[src/common/sssf_cfg.svh]
// Constants of the safe-state fault supervisor: field positions, reset values and timing.
`ifndef SSSF_CFG_SVH
`define SSSF_CFG_SVH

// ==========================================================================
// Fault input positions
// ==========================================================================
`define SSSF_FAULT_NUM       3
`define SSSF_FAULT_SUPPLY    0
`define SSSF_FAULT_OVERTEMP  1
`define SSSF_FAULT_CPUMP     2

// ==========================================================================
// Counter limits and reset values
// ==========================================================================
`define SSSF_CNT_W           3
`define SSSF_CNT_LATCH       3'h4
`define SSSF_CNT_RST         3'h0
`define SSSF_THR_LONG_RST    1'b1

// ==========================================================================
// Timing
// ==========================================================================
`define SSSF_CLK_HZ          100000000
`define SSSF_REFRESH_LONG_S  30
`define SSSF_REFRESH_SHORT_MS 100
`define SSSF_TMR_W           32

`endif

[src/common/sssf_pkg.sv]
// Types shared by the safe-state fault supervisor files.
package sssf_pkg;

  // ========================================================================
  // Operating modes, one-hot
  // ========================================================================
  typedef enum logic [2:0] {
    SSSF_ACTIVE = 3'h1,
    SSSF_SAFE   = 3'h2,
    SSSF_LATCH  = 3'h4
  } sssf_mode_type;

  // ========================================================================
  // Cause of the present SAFE stay, one-hot
  // ========================================================================
  typedef enum logic [3:0] {
    SSSF_CAUSE_NONE   = 4'h1,
    SSSF_CAUSE_SUPPLY = 4'h2,
    SSSF_CAUSE_OT     = 4'h4,
    SSSF_CAUSE_CP     = 4'h8
  } sssf_cause_type;

  // ========================================================================
  // Status carried to the outside
  // ========================================================================
  typedef struct packed {
    sssf_mode_type  mode;
    sssf_cause_type cause;
    logic [2:0]     fault_counter;
    logic           thr_long;
    logic           latch_pending;
  } sssf_status_type;

endpackage

[src/logic/sssf_supervisor.sv]
// Safe-state fault supervisor: mode, fault counter and refresh threshold control.
`timescale 1ns/1ns
`default_nettype none
`include "sssf_cfg.svh"

// Summary of operation
// - Supply undervoltage in SAFE by heat or pump: stay, count and threshold kept.
// - Refresh timer restarts from zero when the device returns to ACTIVE.
// - Heat in SAFE by supply: count up, LATCH at four, threshold 30 s.
// - Pump in SAFE by supply: count up, LATCH at four, threshold 100 ms.
// - Heat and pump in one SAFE stay: one count only, threshold 30 s.
// - Each SAFE fault is judged against the current cause; a counted fault in a supply stay becomes the cause.
// - From ACTIVE: supply goes SAFE uncounted; heat or pump count, LATCH next clock at four.

module sssf_supervisor
  import sssf_pkg::*;
#(
  parameter logic [`SSSF_TMR_W-1:0] REFRESH_LONG_CYC =
    32'(64'(`SSSF_REFRESH_LONG_S) * 64'(`SSSF_CLK_HZ)),
  parameter logic [`SSSF_TMR_W-1:0] REFRESH_SHORT_CYC =
    32'(64'(`SSSF_REFRESH_SHORT_MS) * 64'(`SSSF_CLK_HZ) / 64'd1000)
) (
  input  wire logic                        clk_i,
  input  wire logic                        nrst_i,
  input  wire logic                        ce_i,
  input  wire logic                        supply_uv_i,
  input  wire logic                        overtemp_i,
  input  wire logic                        charge_pump_uv_i,
  input  wire logic                        safe_exit_i,
  output var sssf_status_type              status_o
);

  // ========================================================================
  // Fault detector synchronisers and edge detection
  // ========================================================================
  logic [`SSSF_FAULT_NUM-1:0] fault_raw;
  logic [`SSSF_FAULT_NUM-1:0] sync1_r;
  logic [`SSSF_FAULT_NUM-1:0] sync2_r;
  logic [`SSSF_FAULT_NUM-1:0] prev_r;
  logic [`SSSF_FAULT_NUM-1:0] fault_evt;

  assign fault_raw[`SSSF_FAULT_SUPPLY]   = supply_uv_i;
  assign fault_raw[`SSSF_FAULT_OVERTEMP] = overtemp_i;
  assign fault_raw[`SSSF_FAULT_CPUMP]    = charge_pump_uv_i;

  // Each detector passes two flops; only the second one feeds the edge detector.
  genvar gi;
  generate
    for (gi = 0; gi < `SSSF_FAULT_NUM; gi = gi + 1) begin : g_sync
      logic s1_nxt;
      logic s2_nxt;
      logic pv_nxt;

      // Next values of the synchroniser stages and the edge history.
      always_comb begin
        s1_nxt = fault_raw[gi];
        s2_nxt = sync1_r[gi];
        pv_nxt = sync2_r[gi];
      end

      // Registers the stages; the clock enable freezes them too.
      always_ff @(posedge clk_i or negedge nrst_i) begin
        if (!nrst_i) begin
          sync1_r[gi] <= 1'b0;
          sync2_r[gi] <= 1'b0;
          prev_r[gi]  <= 1'b0;
        end else if (ce_i) begin
          sync1_r[gi] <= s1_nxt;
          sync2_r[gi] <= s2_nxt;
          prev_r[gi]  <= pv_nxt;
        end
      end

      assign fault_evt[gi] = sync2_r[gi] & ~prev_r[gi];
    end
  endgenerate

  logic evt_supply;
  logic evt_ot;
  logic evt_cp;

  assign evt_supply = fault_evt[`SSSF_FAULT_SUPPLY];
  assign evt_ot     = fault_evt[`SSSF_FAULT_OVERTEMP];
  assign evt_cp     = fault_evt[`SSSF_FAULT_CPUMP];

  // ========================================================================
  // Refresh timer
  // ========================================================================
  logic                   tmr_hit;
  logic                   tmr_run;
  logic                   tmr_clr;
  logic [`SSSF_TMR_W-1:0] tmr_limit;

  sssf_mode_type          mode_r;
  sssf_mode_type          mode_nxt;
  sssf_cause_type         cause_r;
  sssf_cause_type         cause_nxt;
  logic [`SSSF_CNT_W-1:0] cnt_r;
  logic [`SSSF_CNT_W-1:0] cnt_nxt;
  logic                   thr_long_r;
  logic                   thr_long_nxt;
  logic                   pend_r;
  logic                   pend_nxt;
  logic                   both_r;
  logic                   both_nxt;
  logic                   any_evt;

  assign any_evt = evt_supply | evt_ot | evt_cp;

  // The timer runs only in ACTIVE with a count to refresh; it is held at
  // zero in any other mode, so each return to ACTIVE starts it from zero.
  assign tmr_run   = (mode_r == SSSF_ACTIVE) && (cnt_r != `SSSF_CNT_RST) && !any_evt;
  assign tmr_clr   = (mode_r != SSSF_ACTIVE) || any_evt;
  assign tmr_limit = thr_long_r ? REFRESH_LONG_CYC : REFRESH_SHORT_CYC;

  sssf_refresh_timer u_timer (
    .clk_i   (clk_i),
    .nrst_i  (nrst_i),
    .ce_i    (ce_i),
    .run_i   (tmr_run),
    .clr_i   (tmr_clr),
    .limit_i (tmr_limit),
    .hit_o   (tmr_hit)
  );

  // ========================================================================
  // Mode, cause, counter and threshold control
  // ========================================================================
  // Heat is served before pump, and pump before supply, when they coincide.
  always_comb begin
    mode_nxt     = mode_r;
    cause_nxt    = cause_r;
    cnt_nxt      = cnt_r;
    thr_long_nxt = thr_long_r;
    pend_nxt     = 1'b0;
    both_nxt     = both_r;
    unique case (mode_r)
      SSSF_ACTIVE: begin
        if (evt_ot || evt_cp) begin
          // A counted fault: enter SAFE, LATCH one clock later at four.
          mode_nxt     = SSSF_SAFE;
          cause_nxt    = evt_ot ? SSSF_CAUSE_OT : SSSF_CAUSE_CP;
          cnt_nxt      = cnt_r + 3'h1;
          thr_long_nxt = evt_ot;
          pend_nxt     = (cnt_r + 3'h1 == `SSSF_CNT_LATCH);
          both_nxt     = evt_ot && evt_cp;
        end else if (evt_supply) begin
          // Supply loss enters SAFE uncounted; the threshold is kept.
          mode_nxt  = SSSF_SAFE;
          cause_nxt = SSSF_CAUSE_SUPPLY;
          both_nxt  = 1'b0;
          if (cnt_r == `SSSF_CNT_RST) begin
            thr_long_nxt = `SSSF_THR_LONG_RST;
          end
        end else if (tmr_hit) begin
          cnt_nxt      = `SSSF_CNT_RST;
          thr_long_nxt = `SSSF_THR_LONG_RST;
        end
      end
      SSSF_SAFE: begin
        if (pend_r) begin
          mode_nxt = SSSF_LATCH;
        end else if (cause_r == SSSF_CAUSE_SUPPLY && (evt_ot || evt_cp)) begin
          // A counted fault on top of a supply SAFE stay.
          cnt_nxt      = cnt_r + 3'h1;
          cause_nxt    = evt_ot ? SSSF_CAUSE_OT : SSSF_CAUSE_CP;
          thr_long_nxt = evt_ot;
          both_nxt     = evt_ot && evt_cp;
          if (cnt_r + 3'h1 == `SSSF_CNT_LATCH) begin
            mode_nxt = SSSF_LATCH;
          end
        end else if (!both_r && ((cause_r == SSSF_CAUSE_OT && evt_cp) ||
                                 (cause_r == SSSF_CAUSE_CP && evt_ot))) begin
          // The second of heat and pump: already counted once this stay.
          // Once both have been seen the stay is settled at the long threshold.
          thr_long_nxt = 1'b1;
          both_nxt     = 1'b1;
        end else if (cause_r != SSSF_CAUSE_SUPPLY && evt_supply) begin
          // Supply loss during a heat or pump stay changes nothing.
          cnt_nxt      = cnt_r;
          thr_long_nxt = thr_long_r;
        end else if (safe_exit_i && !any_evt) begin
          // Back to ACTIVE; the timer restarts from zero there.
          mode_nxt  = SSSF_ACTIVE;
          cause_nxt = SSSF_CAUSE_NONE;
          both_nxt  = 1'b0;
        end
      end
      SSSF_LATCH: begin
        mode_nxt = SSSF_LATCH;
      end
    endcase
  end

  // Registers the control state.
  always_ff @(posedge clk_i or negedge nrst_i) begin
    if (!nrst_i) begin
      mode_r     <= SSSF_ACTIVE;
      cause_r    <= SSSF_CAUSE_NONE;
      cnt_r      <= `SSSF_CNT_RST;
      thr_long_r <= `SSSF_THR_LONG_RST;
      pend_r     <= 1'b0;
      both_r     <= 1'b0;
    end else if (ce_i) begin
      mode_r     <= mode_nxt;
      cause_r    <= cause_nxt;
      cnt_r      <= cnt_nxt;
      thr_long_r <= thr_long_nxt;
      pend_r     <= pend_nxt;
      both_r     <= both_nxt;
    end
  end

  // ========================================================================
  // Status output
  // ========================================================================
  // The output fields are the control flops themselves.
  assign status_o.mode          = mode_r;
  assign status_o.cause         = cause_r;
  assign status_o.fault_counter = cnt_r;
  assign status_o.thr_long      = thr_long_r;
  assign status_o.latch_pending = pend_r;

endmodule
`default_nettype wire

[src/logic/sssf_refresh_timer.sv]
// Fault-counter refresh timer with a selectable threshold.
`timescale 1ns/1ns
`default_nettype none
`include "sssf_cfg.svh"

module sssf_refresh_timer (
  input  wire logic                    clk_i,
  input  wire logic                    nrst_i,
  input  wire logic                    ce_i,
  input  wire logic                    run_i,
  input  wire logic                    clr_i,
  input  wire logic [`SSSF_TMR_W-1:0]  limit_i,
  output logic                         hit_o
);

  logic [`SSSF_TMR_W-1:0] cnt_r;
  logic [`SSSF_TMR_W-1:0] cnt_nxt;
  logic                   hit_r;
  logic                   hit_nxt;

  // Counts while running; a clear always brings it back to zero.
  always_comb begin
    cnt_nxt = cnt_r;
    hit_nxt = 1'b0;
    if (clr_i) begin
      cnt_nxt = '0;
    end else if (run_i) begin
      if (cnt_r >= limit_i - 32'h1) begin
        hit_nxt = 1'b1;
        cnt_nxt = '0;
      end else begin
        cnt_nxt = cnt_r + 32'h1;
      end
    end
  end

  // Registers the count and the one-cycle hit pulse.
  always_ff @(posedge clk_i or negedge nrst_i) begin
    if (!nrst_i) begin
      cnt_r <= '0;
      hit_r <= 1'b0;
    end else if (ce_i) begin
      cnt_r <= cnt_nxt;
      hit_r <= hit_nxt;
    end
  end

  assign hit_o = hit_r;

endmodule
`default_nettype wire

[config.mk]
export PLATFORM = sky130hd
export DESIGN_NAME = sssf_supervisor
export DESIGN_NICKNAME = d
export VERILOG_FILES = /design/src/common/sssf_pkg.sv /design/src/logic/sssf_supervisor.sv /design/src/logic/sssf_refresh_timer.sv
export VERILOG_INCLUDE_DIRS = /design/src /design/src/common
export SDC_FILE = /design/constraint.sdc
export NUM_CORES = 1
export LEC_CHECK = 0
export BUFFER_PORTS_ARGS = -buffer_cell sky130_fd_sc_hd__buf_2
export CAP_MARGIN = 20
export CORE_MARGIN = 2
export CORE_UTILIZATION = 63
export CTS_BUF_LIST = sky130_fd_sc_hd__clkbuf_8
export CTS_CLUSTER_SIZE = 12
export DETAILED_ROUTE_END_ITERATION = 10
export GPL_ROUTABILITY_DRIVEN = 1
export PLACE_DENSITY = 0.87
export REMOVE_ABC_BUFFERS = 1
export SYNTH_ARGS = -nofsm -noshare
export SYNTH_HDL_FRONTEND = slang
export SYNTH_SLANG_ARGS = --single-unit
export TNS_END_PERCENT = 50
[constraint.sdc]
create_clock -name clk_i -period 3.44 [get_ports clk_i]
set_input_delay 0.86 -clock clk_i [delete_from_list [all_inputs] [get_ports clk_i]]
set_output_delay 0.86 -clock clk_i [all_outputs]
set_load 0.02 [all_outputs]
==> run_results.csv <==
group,metric,value,unit
run_status,status,"complete, no violations",
place,place.gp.congestion,0.959,
cts,htree_levels,2,
cts,root_buffer,"clkbuf_8",
place,portBuffers,18,
logic_synthesis,synthCells,373,
global_routing,grt_use_total,29.7,%
cts,clk_pin_slew,100,ps
drt,dr.pass1.iters,5,
place,place_inst,454,
logic_synthesis,synth_top_area_share,38.1,%
setup_path,r2r-start,"thr_long_r",
drt,vias,3080,
drt,drcViolationCount,0,
logic_synthesis,syn_area_per_cell,9.16,µm²
timing,rsz0062_at_grt,"no",
final_layout,stdcell_count,462,
drt,final_antenna_net_count,0,
setup_path,r2r_end,"u_timer.cnt_r[21]",
logic_synthesis,ys_types,54,
place,post-dp-hpwl,5800,µm
floorplan,pin_count,19,
run,cap_violations,0,
cts,cts_resized,0,
timing,fmax,330,MHz
logic_synthesis,synth_area_leader_cell,"dfrtp_1",
power_and_ir_drop,power.leakage,0.00159,µW
setup_path,ff2ff_setup_slack,410,ps
global_routing,grt_pass1_wl,14300,µm
timing,setup_tns,0,ps
logic_synthesis,async_flop_share,100,%
setup_path,cp-start-kind,"register",
worst_hold_path,holdPathStages,1,
timing,hold_slack,515,ps
cts,cts_tree,"done",
final_layout,finalNetCount,414,
logic_synthesis,netlist_area,3420,µm²
global_routing,grt.overflow.total,0,
power_and_ir_drop,powerDensity,514,nW/µm²
drt,viasPerCell,6.67,
worst_hold_path,min_from,"prev_r[0]",
logic_synthesis,seq_area_frac_synth,40.4,%
place,dpl-instance-area,3600,µm²
setup_path,endpoint_kind,"register",
cts,cts_buffers,5,
logic_synthesis,ys_seq_elements,55,
final_layout,n_antenna_cell,0,
setup_path,reg2reg_depth,9,
final_layout,drive_gt1_share,14.8,%
timing,finalSetupViolCount,0,
floorplan,die_h,77.7,µm
logic_synthesis,yosys_warnings,0,
setup_path,cp.required,3640,ps
cts,clock_latency,310,ps
timing,slew_headroom,43.4,%
cts,cts-hold-fix-buffers,0,
cts,post-cts-setup-buffers,0,
timing,fin_skew,6.82,ps
cts,clock_path_buffers,2,
timing,tightest_slew,842,ps
final_layout,area.growth.synth_to_final,9.11,%
cts,cts_sinks,55,
global_routing,grt_max_degree,31,
logic_synthesis,synth-main-ff-cell,"dfrtp_1",
floorplan,die-area,6030,µm²
logic_synthesis,ys_top_cells_by_area,"dfrtp_1, ha_1, a31oi_1",
setup_path,crit_type,"reg -> reg",
floorplan,core,5170,µm²
timing,fin_crit,3030,ps
setup_path,worstPathMaxFanout,16,
drt,drt_wl_total,8300,µm
worst_hold_path,hold_path.class,"reg -> reg",
power_and_ir_drop,peakVddDrop,453,µV
timing,hold_viol,0,
setup_path,arrival,3240,ps
timing,period_share,88.1,%
final_layout,final_area,3730,µm²
global_routing,first_global_vias,3032,
logic_synthesis,synth_edf_count,0,
floorplan,rows,26,
worst_hold_path,holdPathEnd,"prev_r[0]",
floorplan,die_w,77.7,µm
final_layout,fin_util,72.1,%
drt,wl_per_cell,18.0,µm
floorplan,initial_core_util,66.1,%
timing,drv_slew,0,
global_routing,antenna_found_initial,0,
drt,drtIter0Drc,335,
[kinds of logic after synthesis]
| family | after synthesis | share of synthesized area [%] |
|---|---|---|
| muxes | 16 | 5.16 |
| DFF | 55 | 40.4 |
| AOI/OAI and AO/OA | 97 | 20.6 |
| and+or+nand+nor | 145 | 22.5 |
| adders and majority gates | 16 | 5.86 |
| buffers and inverters | 44 | 5.49 |
[worst max-delay path, stage by stage, from the launching register on]
cell      delay (ps)
dfstp_2          580
inv_1            180
ha_1             370
nand4b_1         140
or3_1            410
o311ai_1         170
a211o_1          540
nor3_2            90
buf_4            220
a22o_1           230
[synthesized netlist by cell type, types with 4 or more instances]
| master | count |
|---|---|
| clkbuf_1 | 13 |
| nor2_1 | 28 |
| o31ai_1 | 14 |
| mux2_2 | 9 |
| ha_1 | 16 |
| inv_1 | 25 |
| a21oi_1 | 10 |
| o2bb2ai_1 | 13 |
| and2_1 | 4 |
| and3_1 | 5 |
| nand3_1 | 17 |
| nand4_1 | 6 |
| mux2_1 | 4 |
| nor3_1 | 15 |
| a22o_1 | 13 |
| nand2b_1 | 7 |
| or3_1 | 4 |
| dfrtp_1 | 52 |
| o21ai_1 | 5 |
| o22ai_1 | 4 |
| nand2_1 | 30 |
| a31oi_1 | 19 |
| nor4_1 | 11 |
[worst max path at each step]
stage	start	endpoint	slack, ps	cells past startpoint
global route	thr_long_r	u_timer.cnt_r[29]	250	9
finish	thr_long_r	u_timer.cnt_r[21]	410	9
CTS	thr_long_r	u_timer.cnt_r[21]	430	9
global placement	thr_long_r	u_timer.cnt_r[29]	610	9
floorplan	thr_long_r	u_timer.cnt_r[12]	-240	7
detailed placement	thr_long_r	u_timer.cnt_r[29]	490	9
[cells in the final DEF, fill, tap and decap left out, drive strengths merged, types with 2 or more instances in the layout]
cell type  count
a21oi         10
o311ai         2
dfrtp         52
bufinv         2
nand4          7
ha            16
buf           30
a21o           2
nand3         19
a31oi         19
nor2b          3
nor4          11
nor3          16
a211o          2
nor2          28
and3           5
mux2          13
o21ai          8
a211oi         2
clkbuf         5
mux2i          3
dfstp          3
and2           4
or4            2
o22ai          4
o31ai         14
nand2         30
o21a           2
nand2b         7
or3            4
nand4b         3
a22o          13
o2bb2ai       13
inv           26
[registers in the layout, summed over array words and instances, names as in the netlist]
register       flops
both_r             1
cause_r            4
cnt_r              3
g_sync.pv_nxt      3
g_sync.s2_nxt      3
mode_r             3
pend_r             1
prev_r             3
thr_long_r         1
u_timer.cnt_r     32
u_timer.hit_o      1
[routing by layer]
| layer | global-route usage, % | share of wire (%) | wire (µm) | up-vias |
|---|---|---|---|---|
| met2 | 49.7 | 48 | 4020 | 140 |
| met4 | 12.1 | 3.1 | 254 | 0 |
| met5 | 0 | 0 | 0 | - |
| li1 | - | - | - | 1433 |
| met3 | 5.00 | 7.4 | 614 | 29 |
| met1 | 38.3 | 41 | 3410 | 1478 |
[area by class of cell]
class                           instances  area [µm²]
Timing Repair Buffer                   30         180
Sequential cell                        55        1380
Clock buffer                            5        68.8
Tap cell                               70        87.6
Fill cell                             371        1440
Inverter                               25        93.8
Clock inverter                          3        63.8
Multi-Input combinational cell        274        1860
[per-stage QoR]
step | setup WS, ps | total power, µW
2_1_floorplan | -239 | 1230
3_3_place_gp | 615 | 1390
3_5_place_dp | 488 | 1420
4_1_cts | 425 | 1910
5_1_grt | 250 | 2030
6_report | 409 | 1920
[power by group]
part	leakage [µW]	total [µW]	switching [µW]	internal, µW
clock network	0.0000695	504	216	288
registers	0.000728	806	72.1	734
logic	0.000790	606	376	230
Note: power is estimated with default switching activity, not from simulation.
